### src/hdl/scdma_map.vh
// Register map, field positions and constants of the single channel transfer engine.
// Assumes inclusion by the engine's design files only.
`ifndef SCDMA_MAP_VH
`define SCDMA_MAP_VH

// ****************************************
// Register word addresses (byte offsets)
// ****************************************
`define SCDMA_ADDR_W 4
`define SCDMA_OFS_CTRL 4'h0
`define SCDMA_OFS_SRC 4'h4
`define SCDMA_OFS_DST 4'h8
`define SCDMA_OFS_TYPE 4'hC

// ****************************************
// Control register fields
// ****************************************
`define SCDMA_CTRL_EN 0
`define SCDMA_CTRL_AUTO 1
`define SCDMA_CTRL_FENCE 2
`define SCDMA_CTRL_ERR_RD 8
`define SCDMA_CTRL_ERR_WR 9
`define SCDMA_CTRL_BUSY 10
`define SCDMA_CTRL_DONE 11
`define SCDMA_CTRL_TRIG_TYPE 15
`define SCDMA_CTRL_SEL_LSB 16
`define SCDMA_CTRL_SEL_MSB 19

// ****************************************
// Transfer type register fields
// ****************************************
`define SCDMA_TYPE_NUM_MSB 23
`define SCDMA_TYPE_QSEL_LSB 27
`define SCDMA_TYPE_QSEL_MSB 28
`define SCDMA_TYPE_SRC_INC 29
`define SCDMA_TYPE_DST_INC 30
`define SCDMA_TYPE_ENDIAN 31

// ****************************************
// Quantity encodings and misc constants
// ****************************************
`define SCDMA_Q_B2B 2'h0
`define SCDMA_Q_B2ZW 2'h1
`define SCDMA_Q_B2SW 2'h2
`define SCDMA_Q_W2W 2'h3
`define SCDMA_DONE_IRQ_CH 10
`define SCDMA_NUM_FAST_INTERRUPT_LINE 16
`define SCDMA_ZERO32 32'h00000000
`define SCDMA_ZERO24 24'h000000
`define SCDMA_ONE24 24'h000001
`define SCDMA_STEP_B 32'h00000001
`define SCDMA_STEP_W 32'h00000004
`define SCDMA_BE_ALL 4'hF
`define SCDMA_BE_B0 4'h1

`endif

### src/hdl/scdma_conv.v
// Element converter: size change, lane placement and optional byte order swap.
// Assumes purely combinational use inside the engine, sampled on the write step.
`timescale 1ns/1ps
`include "scdma_map.vh"

module scdma_conv
(
  input wire [1:0] qsel,
  input wire swap,
  input wire [1:0] src_lane,
  input wire [1:0] dst_lane,
  input wire [31:0] rdata,
  output reg [31:0] wdata,
  output reg [3:0] wbe
);

  reg [7:0] rbyte;
  reg [31:0] word;

  always @*
  begin
    rbyte = rdata[8 * src_lane +: 8];
    case (qsel)
      `SCDMA_Q_B2B: word = {24'h000000, rbyte};
      `SCDMA_Q_B2ZW: word = {24'h000000, rbyte};
      `SCDMA_Q_B2SW: word = {{24{rbyte[7]}}, rbyte};
      default: word = rdata;
    endcase
    // Swap reverses the whole word; byte-to-byte stores skip it and keep the byte as read
    if (swap && (qsel != `SCDMA_Q_B2B))
      word = {word[7:0], word[15:8], word[23:16], word[31:24]};
    if (qsel == `SCDMA_Q_B2B)
    begin
      wdata = {4{word[7:0]}};
      wbe = `SCDMA_BE_B0 << dst_lane;
    end
    else
    begin
      wdata = word;
      wbe = `SCDMA_BE_ALL;
    end
  end

endmodule // scdma_conv

### src/hdl/scdma_top.v
// Single channel memory-to-memory transfer engine with register port and bus master.
// Assumes one 50 MHz clock, a bus that grants when the CPU is idle and answers with ack or err.
//
// Contract
// - One channel, configured by registers only
// - Completion signalled on fast interrupt 10
// - Request bus only when CPU idle
// - Control, source, destination, type registers
// - Runs only while enable bit set
// - Manual mode: type write starts transfer
// - Auto mode: selected fast interrupt starts
// - Element atomic; disable stops after element
// - Bus error sets read/write flag, aborts
// - Address registers show failing address
// - Count field shows failing element index; count_q holds the elements left, failing one included
// - Error flags cleared on new start
// - Done flag set after transfer executes
// - Any control write clears done; a completion, error or empty start in the same cycle keeps it set
// - Size conversion and byte swap supported
// - Quantity select field picks conversion
// - Increment bits advance addresses per element
// - Trigger type: rising edge or level
// - Interrupt on error too; pending until done cleared
//
// The placing of the registers and the strobed register port were left to the implementer.
`timescale 1ns/1ps
`include "scdma_map.vh"

module scdma_top
(
  input wire sys_clk,
  input wire rst_n,
  input wire clk_en,
  input wire [3:0] reg_addr,
  input wire [31:0] reg_wdata,
  input wire reg_wr,
  input wire reg_rd,
  output reg [31:0] reg_rdata_q,
  input wire [15:0] fast_interrupt_line,
  input wire cpu_bus_req,
  output reg bus_req_q,
  output reg bus_we_q,
  output reg [31:0] bus_addr_q,
  output reg [31:0] bus_wdata_q,
  output reg [3:0] bus_be_q,
  input wire [31:0] bus_rdata,
  input wire bus_ack,
  input wire bus_err,
  output reg fence_q,
  output reg done_irq_q
);

  // ****************************************
  // States
  // ****************************************
  localparam ST_IDLE = 2'b00;
  localparam ST_READ = 2'b01;
  localparam ST_WRITE = 2'b10;
  localparam ST_NEXT = 2'b11;

  // ****************************************
  // Registers
  // ****************************************
  reg [1:0] state_q;
  reg en_q;
  reg auto_q;
  reg fence_en_q;
  reg trig_type_q;
  reg [3:0] sel_q;
  reg err_rd_q;
  reg err_wr_q;
  reg done_q;
  reg [31:0] source_address_register_q;
  reg [31:0] destination_address_register_q;
  reg [23:0] count_q;
  reg [1:0] quantity_select_field_q;
  reg source_increment_bit_q;
  reg destination_increment_bit_q;
  reg swap_q;
  reg [31:0] rdata_q;
  reg [15:0] fast_interrupt_line_s1_q;
  reg [15:0] fast_interrupt_line_s2_q;
  reg fast_interrupt_line_prev_q;
  reg start_pend_q;

  wire [31:0] conv_wdata;
  wire [3:0] conv_be;
  wire busy;
  wire fast_interrupt_line_sel;
  wire auto_trig;
  wire ctrl_wr;
  wire type_wr;
  wire start;
  wire [31:0] ctrl_view;
  wire [31:0] type_view;

  // Address step for one element of the given size
  function [31:0] step_of;
    input word_sz;
    begin
      step_of = word_sz ? `SCDMA_STEP_W : `SCDMA_STEP_B;
    end
  endfunction

  assign busy = (state_q != ST_IDLE);
  assign fast_interrupt_line_sel = fast_interrupt_line_s2_q[sel_q];
  assign ctrl_wr = reg_wr && (reg_addr == `SCDMA_OFS_CTRL);
  assign type_wr = reg_wr && (reg_addr == `SCDMA_OFS_TYPE);
  assign auto_trig = trig_type_q ? fast_interrupt_line_sel : (fast_interrupt_line_sel && !fast_interrupt_line_prev_q);
  assign start = en_q && !busy && (auto_q ? auto_trig : start_pend_q);

  // Four software registers; reserved bits read as zero
  assign ctrl_view = {12'h000, sel_q, trig_type_q, 3'h0, done_q, busy, err_wr_q, err_rd_q,
                      5'h00, fence_en_q, auto_q, en_q};
  assign type_view = {swap_q, destination_increment_bit_q, source_increment_bit_q,
                      quantity_select_field_q, 3'h0, count_q};

  scdma_conv u_conv
  (
    .qsel(quantity_select_field_q),
    .swap(swap_q),
    .src_lane(source_address_register_q[1:0]),
    .dst_lane(destination_address_register_q[1:0]),
    .rdata(rdata_q),
    .wdata(conv_wdata),
    .wbe(conv_be)
  );

  // ****************************************
  // Fast interrupt synchroniser
  // ****************************************
  always @(posedge sys_clk)
  begin
    if (!rst_n)
    begin
      fast_interrupt_line_s1_q <= 16'h0000;
      fast_interrupt_line_s2_q <= 16'h0000;
      fast_interrupt_line_prev_q <= 1'b0;
    end
    else if (clk_en)
    begin
      fast_interrupt_line_s1_q <= fast_interrupt_line;
      fast_interrupt_line_s2_q <= fast_interrupt_line_s1_q;
      fast_interrupt_line_prev_q <= fast_interrupt_line_sel;
    end
  end

  // ****************************************
  // Register port, read side
  // ****************************************
  always @(posedge sys_clk)
  begin
    if (!rst_n)
      reg_rdata_q <= `SCDMA_ZERO32;
    else if (clk_en)
    begin
      if (!reg_rd)
        reg_rdata_q <= `SCDMA_ZERO32;
      else if (reg_addr == `SCDMA_OFS_CTRL)
        reg_rdata_q <= ctrl_view;
      else if (reg_addr == `SCDMA_OFS_SRC)
        reg_rdata_q <= source_address_register_q;
      else if (reg_addr == `SCDMA_OFS_DST)
        reg_rdata_q <= destination_address_register_q;
      else if (reg_addr == `SCDMA_OFS_TYPE)
        reg_rdata_q <= type_view;
      else
        reg_rdata_q <= `SCDMA_ZERO32;
    end
  end

  // ****************************************
  // Control and transfer engine
  // ****************************************
  always @(posedge sys_clk)
  begin
    if (!rst_n)
    begin
      state_q <= ST_IDLE;
      en_q <= 1'b0;
      auto_q <= 1'b0;
      fence_en_q <= 1'b0;
      trig_type_q <= 1'b0;
      sel_q <= 4'h0;
      err_rd_q <= 1'b0;
      err_wr_q <= 1'b0;
      done_q <= 1'b0;
      source_address_register_q <= `SCDMA_ZERO32;
      destination_address_register_q <= `SCDMA_ZERO32;
      count_q <= `SCDMA_ZERO24;
      quantity_select_field_q <= `SCDMA_Q_B2B;
      source_increment_bit_q <= 1'b0;
      destination_increment_bit_q <= 1'b0;
      swap_q <= 1'b0;
      rdata_q <= `SCDMA_ZERO32;
      start_pend_q <= 1'b0;
      bus_req_q <= 1'b0;
      bus_we_q <= 1'b0;
      bus_addr_q <= `SCDMA_ZERO32;
      bus_wdata_q <= `SCDMA_ZERO32;
      bus_be_q <= 4'h0;
      fence_q <= 1'b0;
      done_irq_q <= 1'b0;
    end
    else if (clk_en)
    begin
      fence_q <= 1'b0;
      done_irq_q <= done_q;
      if (ctrl_wr)
      begin
        en_q <= reg_wdata[`SCDMA_CTRL_EN];
        auto_q <= reg_wdata[`SCDMA_CTRL_AUTO];
        fence_en_q <= reg_wdata[`SCDMA_CTRL_FENCE];
        trig_type_q <= reg_wdata[`SCDMA_CTRL_TRIG_TYPE];
        sel_q <= reg_wdata[`SCDMA_CTRL_SEL_MSB:`SCDMA_CTRL_SEL_LSB];
        done_q <= 1'b0;
      end
      // Address and type registers are frozen while a transfer runs so the counters stay coherent
      if (reg_wr && !busy && (reg_addr == `SCDMA_OFS_SRC))
        source_address_register_q <= reg_wdata;
      if (reg_wr && !busy && (reg_addr == `SCDMA_OFS_DST))
        destination_address_register_q <= reg_wdata;
      if (type_wr && !busy)
      begin
        count_q <= reg_wdata[`SCDMA_TYPE_NUM_MSB:0];
        quantity_select_field_q <= reg_wdata[`SCDMA_TYPE_QSEL_MSB:`SCDMA_TYPE_QSEL_LSB];
        source_increment_bit_q <= reg_wdata[`SCDMA_TYPE_SRC_INC];
        destination_increment_bit_q <= reg_wdata[`SCDMA_TYPE_DST_INC];
        swap_q <= reg_wdata[`SCDMA_TYPE_ENDIAN];
      end
      if (type_wr && !busy && !auto_q)
        start_pend_q <= 1'b1;
      else if (start || auto_q || (ctrl_wr && !reg_wdata[`SCDMA_CTRL_EN]))
        start_pend_q <= 1'b0;
      case (state_q)
        ST_IDLE:
        begin
          if (start)
          begin
            err_rd_q <= 1'b0;
            err_wr_q <= 1'b0;
            if (count_q == `SCDMA_ZERO24)
            begin
              // Empty transfer completes at once
              done_q <= 1'b1;
            end
            else
              state_q <= ST_READ;
          end
        end
        ST_READ:
        begin
          if (!bus_req_q && !cpu_bus_req)
          begin
            bus_req_q <= 1'b1;
            bus_we_q <= 1'b0;
            bus_addr_q <= {source_address_register_q[31:2], 2'b00};
            bus_be_q <= `SCDMA_BE_ALL;
          end
          else if (bus_req_q && (bus_ack || bus_err))
          begin
            bus_req_q <= 1'b0;
            rdata_q <= bus_rdata;
            if (bus_err)
            begin
              err_rd_q <= 1'b1;
              done_q <= 1'b1;
              state_q <= ST_IDLE;
            end
            else
              state_q <= ST_WRITE;
          end
        end
        ST_WRITE:
        begin
          if (!bus_req_q && !cpu_bus_req)
          begin
            bus_req_q <= 1'b1;
            bus_we_q <= 1'b1;
            bus_addr_q <= {destination_address_register_q[31:2], 2'b00};
            bus_wdata_q <= conv_wdata;
            bus_be_q <= conv_be;
          end
          else if (bus_req_q && (bus_ack || bus_err))
          begin
            bus_req_q <= 1'b0;
            bus_we_q <= 1'b0;
            if (bus_err)
            begin
              err_wr_q <= 1'b1;
              done_q <= 1'b1;
              state_q <= ST_IDLE;
            end
            else
              state_q <= ST_NEXT;
          end
        end
        default:
        begin
          // Element boundary: the only point where a disable takes effect
          if (source_increment_bit_q)
            source_address_register_q <= source_address_register_q +
              step_of(quantity_select_field_q == `SCDMA_Q_W2W);
          if (destination_increment_bit_q)
            destination_address_register_q <= destination_address_register_q +
              step_of(quantity_select_field_q != `SCDMA_Q_B2B);
          count_q <= count_q - `SCDMA_ONE24;
          if ((count_q == `SCDMA_ONE24) || !en_q)
          begin
            state_q <= ST_IDLE;
            done_q <= 1'b1;
            fence_q <= fence_en_q && (count_q == `SCDMA_ONE24);
          end
          else
            state_q <= ST_READ;
        end
      endcase
    end
  end

endmodule // scdma_top

### config.mk
export PLATFORM = sky130hd
export DESIGN_NAME = scdma_top
export DESIGN_NICKNAME = d
export VERILOG_FILES = /design/src/hdl/scdma_conv.v /design/src/hdl/scdma_top.v
export VERILOG_INCLUDE_DIRS = /design/src /design/src/hdl
export SDC_FILE = /design/constraint.sdc
export NUM_CORES = 1
export LEC_CHECK = 0
export ABC_CLOCK_PERIOD_IN_PS = 6100
export BUFFER_PORTS_ARGS = -buffer_cell sky130_fd_sc_hd__buf_2
export CAP_MARGIN = 25
export CORE_UTILIZATION = 50
export CTS_CLUSTER_DIAMETER = 40
export DETAILED_ROUTE_END_ITERATION = 6
export HOLD_SLACK_MARGIN = 0.08
export MAX_ROUTING_LAYER = met4
export PLACE_DENSITY_LB_ADDON = 0.05
export REMOVE_ABC_BUFFERS = 1
export SYNTH_ARGS = -nofsm -noshare
export SYNTH_HDL_FRONTEND = slang
export SYNTH_HIERARCHICAL = 1
export SYNTH_SLANG_ARGS = --single-unit
### constraint.sdc
create_clock -name sys_clk -period 6.1 [get_ports sys_clk]
set_clock_uncertainty 0.15 [all_clocks]
set_input_delay 0.61 -clock sys_clk [delete_from_list [all_inputs] [get_ports sys_clk]]
set_output_delay 0.61 -clock sys_clk [all_outputs]
set_load 0.05 [all_outputs]
==> flow_summary.ini, run 1 <==
[status]
outcome = completed

[critical_path]
r2r-start = state_q[1]
crit_type = flop to flop
arrival_ps = 3830
r2r_setup_slack_ps = 2530
r2r_end = source_address_register_q[30]
rr_worst_depth = 8
cp.required_ps = 6360
worstSetupEndpointType = flop
cp_max_fo = 54
start_kind = flop

[global_routing]
grtUsageTotal = 0.323
overflow = 0
grt_start_max_net_pins = 99
grt_pass1_vias = 13966
grt_antenna_before_repair = 0
grt_pass1_wl_um = 77100

[routing]
wl_met3_um = 4470
drt-initial-drc-count = 1540
dr.pass1.iters = 5
viasPerCell = 6.20
ant_nets = 0
wl_met2_um = 21800
top_layer_used = met4
vias = 14925
drc = 0
routed_wl_um = 49100
drt-met1-wl_um = 20900
post_drt_wl_per_cell_um = 20.4

[clocking]
htreeDepth = 2
cts_resized = 0
cts_root_buf = clkbuf_16
cts_tree = built
post-cts-setup-buffers = 0
insertion_delay_ps = 530
cts_hold_buf = 0
cts.sinks = 274
clk_pin_slew_worst_paths_ps = 60
clock_path_buffers = 3
cts_buffers = 44

[placement]
dp.final_hpwl_um = 33200
portBuffers = 193
placed_cell_area_mm2 = 0.0158
gp_congestion = 0.943
pre_cts_ws_ps = 2600

[yosys]
synth_area_mm2 = 0.0149
synth.yosys.warnings = 6
synth_top_area_cell = dfxtp_1
async_reset_ff_frac = 0
ys_seq_area_frac = 0.369
synth_edf_count = 0
yosysUniqueCellTypes = 90
yosys-top-cells-area = dfxtp_1 (37%), nand2_1 (7.7%), mux2i_1 (6.9%), a21oi_1 (6.8%), nor2_1 (5.1%)
synth.top_cell.area_share = 0.369
synth_flop_cell = dfxtp_1
netlist_instances = 1879
syn_area_per_cell_um2 = 7.91
ys_seq_elements = 274

[sta]
setup_ws_ps = 2530
grt_setup_unrepaired = no
max-slew-margin-rel = 0.240
timing.fmax_mhz = 280
final.min_clock_period_ps = 3570
fin_tns_setup_ps = 0
slew_violations = 0
setup_viol = 0
holdWs_ps = 168
worst_slew_pin_slew_ps = 1140
hold_viol = 0
finalCritPeriodShare = 0.584

[layout]
fin_area_mm2 = 0.0173
final_nets = 2096
syn_to_final_growth_pct = 16.5
drive_gt1_frac = 0.178
final_util = 0.598

[die]
die-area_mm2 = 0.0304
die_w_um = 174
start_util = 0.513
num_rows = 62
coreArea_mm2 = 0.0289
chipHeight_um = 174
ios = 196

[hold_path]
hold_path_class = input pin to flop
whs_path_depth = 3
min-delay-start = fast_interrupt_line[3]
hold_path_end = fast_interrupt_line_s1_q[3]

[job]
maxCapViolations = 0

[power]
powerDensity_mw_per_mm2 = 262
ir_worst_vdd_uv = 204
leakage_nw = 6.35
[layout make-up]
class | instances | area, um2
flip-flops and latches | 274 | 5490
multi-input cells | 1416 | 8560
well taps | 384 | 480
inverters | 33 | 129
diodes | 1 | 2.50
clock inverters | 16 | 223
repair buffers | 222 | 1210
fillers | 2687 | 11600
clock buffers | 60 | 1200
[logic make-up (layout without fill, tap and decap cells)]
logic type / after synthesis / in the layout / share of synthesized area
xor gates and xnor gates: 3 / 3 / 0.00177
other: 1 / 3 / 0.000252
adders and majority gates: 13 / 13 / 0.0109
muxes: 138 / 138 / 0.108
and+or+nand+nor: 722 / 722 / 0.227
buffers and inverters: 190 / 331 / 0.0550
AOI/OAI and AO/OA: 538 / 538 / 0.228
DFF: 274 / 274 / 0.369
[critical path, stage by stage (launching register included)]
cell	delay, ps
dfxtp_1	380
ha_1	170
buf_4	460
and2_1	820
buf_4	400
o21ai_1	420
a32oi_1	310
o21ai_0	110
o21a_1	170
[power by group]
group / total [mW] / internal (mW) / leakage, nW / switching (mW)
clock network: 2.45 / 1.58 / 0.696 / 0.867
logic: 0.251 / 0.0866 / 3.44 / 0.165
registers: 1.83 / 1.81 / 2.21 / 0.0218
total: 4.54 / 3.48 / 6.35 / 1.05
[sequential cells by signal, summed over array words and instances (netlist names), 2 cells and up]
register                        count
bus_wdata_q                        32
destination_address_register_q     32
rdata_q                            32
reg_rdata_q                        32
source_address_register_q          32
bus_addr_q                         30
count_q                            24
fast_interrupt_line_s1_q           16
fast_interrupt_line_s2_q           16
bus_be_q                            4
sel_q                               4
quantity_select_field_q             2
state_q                             2
[metal layers]
layer  track usage  vias to the layer above
met3        0.0518                      153
met2         0.487                      758
met1         0.429                     7008
li1              -                     7006
met4         0.135                        0
met5             -                        -
[cells in the mapped netlist (all sizes together) (7+ instances only)]
master and n:
a211oi 49, a21oi 203, a22oi 30, a311oi 8
a31oi 14, a32oi 8, and2 16, and3 16
buf 45, clkbuf 111, dfxtp 274, ha 13
inv 33, mux2 21, mux2i 102, mux4 15
nand2 306, nand2b 8, nand3 50, nand4 15
nor2 202, nor2b 12, nor3 30, nor4 16
o211ai 13, o21ai 89, o221ai 11, o22ai 31
o31ai 24, o32ai 15, or3 13, or4 7
[per-stage QoR]
stage,cells,power (mW)
2_1_floorplan,1723,1.99
3_3_place_gp,2327,2.11
3_5_place_dp,2327,2.11
4_1_cts,2403,4.56
5_1_grt,2405,4.67
6_report,2406,4.54
[worst max path at each step]
stage / from / end / slack, ps / cells past startpoint
finish: state_q[1] / source_address_register_q[30] / 2530 / 8
global route: state_q[1] / source_address_register_q[30] / 2370 / 8
CTS: state_q[1] / source_address_register_q[30] / 2620 / 8
detailed placement: reg_addr[2] / destination_address_register_q[30] / 2600 / 7
global placement: reg_addr[2] / destination_address_register_q[30] / 2710 / 7
floorplan: state_q[0] / bus_be_q[0] / 230 / 5
[layout by cell type, fill, tap and decap left out, types with 13 or more instances in the layout]
| cell | n |
|---|---|
| o21ai_0 | 84 |
| and2_1 | 16 |
| dfxtp_1 | 274 |
| nand2_1 | 304 |
| buf_2 | 192 |
| clkbuf_16 | 45 |
| a31oi_1 | 14 |
| mux2i_1 | 102 |
| mux4_2 | 14 |
| o22ai_1 | 30 |
| nor3_1 | 27 |
| o31ai_1 | 24 |
| inv_1 | 31 |
| a21oi_1 | 203 |
| o32ai_1 | 15 |
| a211oi_1 | 49 |
| clkbuf_1 | 13 |
| nand3_1 | 49 |
| buf_4 | 28 |
| nor2_1 | 201 |
| o211ai_1 | 13 |
| mux2_2 | 18 |
| and3_1 | 14 |
| a22oi_1 | 30 |
No activity file was read; power rests on OpenSTA's default activity.
==> run 2: changes to the inputs <==
Settings changed: ABC_CLOCK_PERIOD_IN_PS 6100 to 3600.
Clock period 6.1 ns to 3.6 ns, I/O delays scaled along.
==> run 2 against run 1 <==
Net effect: via count grew 1.4%; cell area grew 6.2%; largest power group unchanged; worst hold slack lost 66 ps; first-iteration DRC count grew 8.5%; total power grew 76%; non-clock buffer count grew 99; cell count grew 4.4%.
==> flow_summary.ini, run 2 (synthesis results as in run 1) <==
[sta]
max-slew-margin-rel = 0.475
grt_setup_unrepaired = no
finalCritPeriodShare = 0.812
worst_slew_pin_slew_ps = 781
slew_violations = 0
hold_viol = 0
holdWs_ps = 102
timing.fmax_mhz = 342
final.min_clock_period_ps = 2920
setup_viol = 0

[job]
maxCapViolations = 0

[die]
chipHeight_um = 174
ios = 196
die_w_um = 174
coreArea_mm2 = 0.0289
start_util = 0.513
num_rows = 62
die-area_mm2 = 0.0304

[placement]
placed_cell_area_mm2 = 0.0161
dp.cells = 2354
portBuffers = 193
gp_congestion = 0.927
dp.final_hpwl_um = 34500

[layout]
drive_gt1_frac = 0.190
layout_commonest_cell = nand2_1
diodes = 0
final_nets = 2197
syn_to_final_growth_pct = 23.7
fin_cells = 2512
mostFrequentLayoutCells = nand2_1 (304), dfxtp_1 (274), a21oi_1 (203), nor2_1 (201), buf_2 (192)
fin_area_mm2 = 0.0184
fillCellCount = 2555

[critical_path]
rr_worst_depth = 8
slowest_stage = o21a_1
crit_type = flop to flop
path_cells = inv_1 > ha_1 > and4bb_2 > and3_1 > o21a_1 > buf_4 > a21oi_1 > a211oi_1
r2r_end = count_q[15]
cp_max_fo = 19
cp.required_ps = 3890
worstSetupEndpointType = flop
start_kind = flop
cpPeakStageDelay_ps = 580
arrival_ps = 3210
r2r-start = state_q[0]
r2r_setup_slack_ps = 680

[power]
powerDensity_mw_per_mm2 = 434
leakage_nw = 6.85
ir_worst_vdd_uv = 364

[clocking]
cts_tree = built
cts.sinks = 274
cts_resized = 0
clock_path_buffers = 3
insertion_delay_ps = 540
cts_root_buf = clkbuf_16
cts_buffers = 46
clk_pin_slew_worst_paths_ps = 60
htreeDepth = 2

[routing]
dr.pass1.iters = 6
viasPerCell = 6.03
drc = 0
ant_nets = 0
post_drt_wl_per_cell_um = 19.7
vias = 15140
routed_wl_um = 49500
drt-initial-drc-count = 1671

[global_routing]
overflow = 0
grt_antenna_before_repair = 0
grtUsageTotal = 0.327
grt_start_max_net_pins = 82
grt_pass1_vias = 14326
grt_pass1_wl_um = 77800

[hold_path]
whs_path_depth = 4
hold_path_class = input pin to flop
min-delay-start = bus_ack
hold_path_end = bus_req_q

[status]
outcome = completed
[run 2: changes by cell type in the layout (fill, tap and decap cells not counted), moves of 4 or more]
cell	previous run	this run
buf_4	28	52
inv_6	3	7
clkinv_2	6	10
clkinv_4	2	7
dlygate4sd3_1	0	73
clkbuf_1	13	3
[run 2: repair_timing]
item,in CTS,in global routing
hold buffers,73,0
buffers inserted,0,0
endpoints found under the hold margin,84,0
[run 2: worst max-delay path by stage]
stage / start / end / slack, ps / depth (start not counted)
after global placement: state_q[0] / count_q[12] / 780 / 9
after floorplan: state_q[0] / bus_be_q[0] / -2270 / 5
final: state_q[0] / count_q[15] / 680 / 8
after global routing: state_q[0] / count_q[15] / 460 / 8
after CTS: state_q[0] / count_q[15] / 690 / 8
after detailed placement: state_q[0] / count_q[15] / 730 / 8
[run 2: layer usage]
layer / wire length [um] / vias to the layer above / global-route usage
met5: 0 / - / -
met4: 1660 / 0 / 0.124
met3: 3530 / 143 / 0.0453
met2: 22600 / 667 / 0.516
met1: 21800 / 7117 / 0.423
li1: - / 7213 / -
[run 2: cell type report]
class / count / area (um2) / share of cell area
Clock buffer: 53 / 1230 / 0.0669
Tap cell: 384 / 480 / 0.0262
Timing Repair Buffer: 321 / 2170 / 0.118
Inverter: 33 / 129 / 0.00701
Multi-Input combinational cell: 1416 / 8560 / 0.466
Clock inverter: 31 / 314 / 0.0171
Sequential cell: 274 / 5490 / 0.299
[run 2: per-stage QoR]
step | setup WS, ps | TNS [ps] | total power [mW] | utilization
final | 677 | 0 | 7.97 | 0.635
after global routing | 456 | 0 | 8.20 | 0.635
after CTS | 694 | 0 | 8.01 | 0.634
after detailed placement | 734 | 0 | 3.59 | 0.555
after global placement | 783 | 0 | 3.59 | 0.555
after floorplan | -2270 | -71950 | 3.36 | -
[run 2: power by group]
| part | internal [mW] | total, mW | leakage (nW) | switching (mW) |
|---|---|---|---|---|
| Sequential | 3.07 | 3.10 | 2.21 | 0.0359 |
| Combinational | 0.207 | 0.497 | 3.88 | 0.290 |
| Clock | 2.76 | 4.37 | 0.757 | 1.62 |
| Total | 6.03 | 7.97 | 6.85 | 1.94 |
[run 2: worst max-delay path: cells and delay by family, from the launching register on]
family | cells | cell delay, ps
buffers and inverters | 2 | 390
AND/OR/NAND/NOR | 2 | 760
flip-flops | 1 | 320
adder cells (fa/ha/maj) | 1 | 320
AO/OA/AOI/OAI | 3 | 880
==> run 3: changes to the inputs <==
Settings changed: ABC_CLOCK_PERIOD_IN_PS 3600 to 2900.
Clock period 3.6 ns to 2.9 ns, I/O delays scaled along.
==> run 3 against run 2 <==
Net effect: critical path depth rose by 1; via count increased by 3.0%; critical endpoint is now source_address_register_q[27]; fmax up 6.9%.
==> flow_summary.ini, run 3 (synthesis results as in run 1) <==
[status]
outcome = completed

[layout]
seq_area_mm2 = 0.00549
drive_gt1_frac = 0.200
multi_input_area_mm2 = 0.00857
diodes = 0
fillCellCount = 2461
layout_commonest_cell = nand2_1
final_nets = 2236
syn_to_final_growth_pct = 27.0
mostFrequentLayoutCells = nand2_1 (304), dfxtp_1 (274), a21oi_1 (203), nor2_1 (201), buf_2 (192)
fin_cells = 2552

[sta]
grt_setup_unrepaired = no
hold_viol = 0
slew_violations = 0
setup_viol = 0
finalCritPeriodShare = 0.943
worst_slew_pin_slew_ps = 713
timing.fmax_mhz = 366
holdWs_ps = 111
final.min_clock_period_ps = 2730
max-slew-margin-rel = 0.523

[critical_path]
slowest_stage = or3_1
start_kind = flop
crit_type = flop to flop
cpPeakStageDelay_ps = 490
arrival_ps = 3060
worstSetupEndpointType = flop
cp.required_ps = 3220
rr_worst_depth = 9
cp_max_fo = 7
path_cells = nand2_1 > inv_1 > ha_1 > a31oi_1 > or3_1 > nor4_4 > nor4b_2 > o21ai_1 > a21oi_1

[global_routing]
grt_pass1_vias = 14934
grt_pass1_wl_um = 81700
grtUsageTotal = 0.345
overflow = 0
grt_start_max_net_pins = 70
grt_antenna_before_repair = 0

[power]
ir_worst_vdd_uv = 418
leakage_nw = 7.10
powerDensity_mw_per_mm2 = 559

[clocking]
htreeDepth = 2
cts.sinks = 274
clk_pin_slew_worst_paths_ps = 60
clock_path_buffers = 3
cts_tree = built
insertion_delay_ps = 540
cts_root_buf = clkbuf_16
cts_buffers = 45

[routing]
drc = 0
vias = 15592
drt-initial-drc-count = 1499
dr.pass1.iters = 7
post_drt_wl_per_cell_um = 20.3
ant_nets = 0
viasPerCell = 6.11
routed_wl_um = 51800

[die]
die-area_mm2 = 0.0304
ios = 196
start_util = 0.513
coreArea_mm2 = 0.0289
chipHeight_um = 174
num_rows = 62
die_w_um = 174

[placement]
dp.cells = 2386
portBuffers = 193
dp.final_hpwl_um = 35800
gp_congestion = 0.941

[hold_path]
whs_path_depth = 4
hold_path_class = input pin to flop

[job]
maxCapViolations = 0
==> run 3: cell types whose count changed in the layout (fill, tap and decap cells not counted), moves of 2 or more <==
cell,before,now
buf_4,52,82
dlygate4sd3_1,73,82
bufinv_16,4,11
clkinv_2,10,3
clkinvlp_4,4,7
inv_6,7,4
buf_12,3,5
clkinv_4,7,5
==> run 3: path summary, 6_finish.rpt <==
check / endpoint / from / slack [ps]
worst max-delay path: source_address_register_q[27] / quantity_select_field_q[0] / 170
worst min-delay path: bus_req_q / cpu_bus_req / 110
worst max register to register: source_address_register_q[27] / quantity_select_field_q[0] / 170
worst min register to register: bus_wdata_q[5] / bus_wdata_q[5] / 300
==> run 3: routing by layer <==
layer	routed length, um	vias to the layer above	global-route usage	part of all wire
met2	24100	791	0.552	0.46
met1	22100	7355	0.440	0.43
met3	4110	140	0.0475	0.079
met4	1560	0	0.129	0.030
met5	0	-	-	0
li1	-	7306	-	-
==> run 3: critical path: cells and delay by family, from the launching register on <==
kind | cells | cell delay (ps)
AO/OA/AOI/OAI | 3 | 440
flip-flops | 1 | 340
adder cells (fa/ha/maj) | 1 | 320
buffers and inverters | 1 | 50
AND/OR/NAND/NOR | 4 | 1370
==> run 3: report_power, final <==
group	leakage (nW)	internal (mW)	switching, mW
clock network	0.815	4.06	2.00
registers	2.21	3.81	0.0435
logic	4.07	0.272	0.371
total	7.10	8.14	2.41
==> run 3: timing repair <==
item                                    4_1_cts  5_1_grt
endpoints found under the setup margin        0        2
hold endpoints to repair                    127        0
gates resized for setup                       0        1
setup buffers                                 0        0
hold buffers                                 82        0
==> run 3: layout make-up <==
class / instances / area share
clock inverter: 29 / 0.0248
sequential: 274 / 0.291
multi-input combinational: 1416 / 0.454
timing repair buffer: 361 / 0.132
tap: 384 / 0.0255
clock buffer: 55 / 0.0660
inverter: 33 / 0.00683
==> run 3: through the flow <==
stage | utilization | instance area, um2 | setup slack (ps) | setup TNS [ps] | power (mW)
floorplan | - | 14200 | -2970 | -129070 | 4.18
global placement | 0.565 | 16300 | 229 | 0 | 4.47
detailed placement | 0.565 | 16300 | 147 | 0 | 4.47
CTS | 0.652 | 18900 | 133 | 0 | 10.6
global route | 0.652 | 18900 | 55.0 | 0 | 10.8
finish | 0.652 | 18900 | 166 | 0 | 10.5
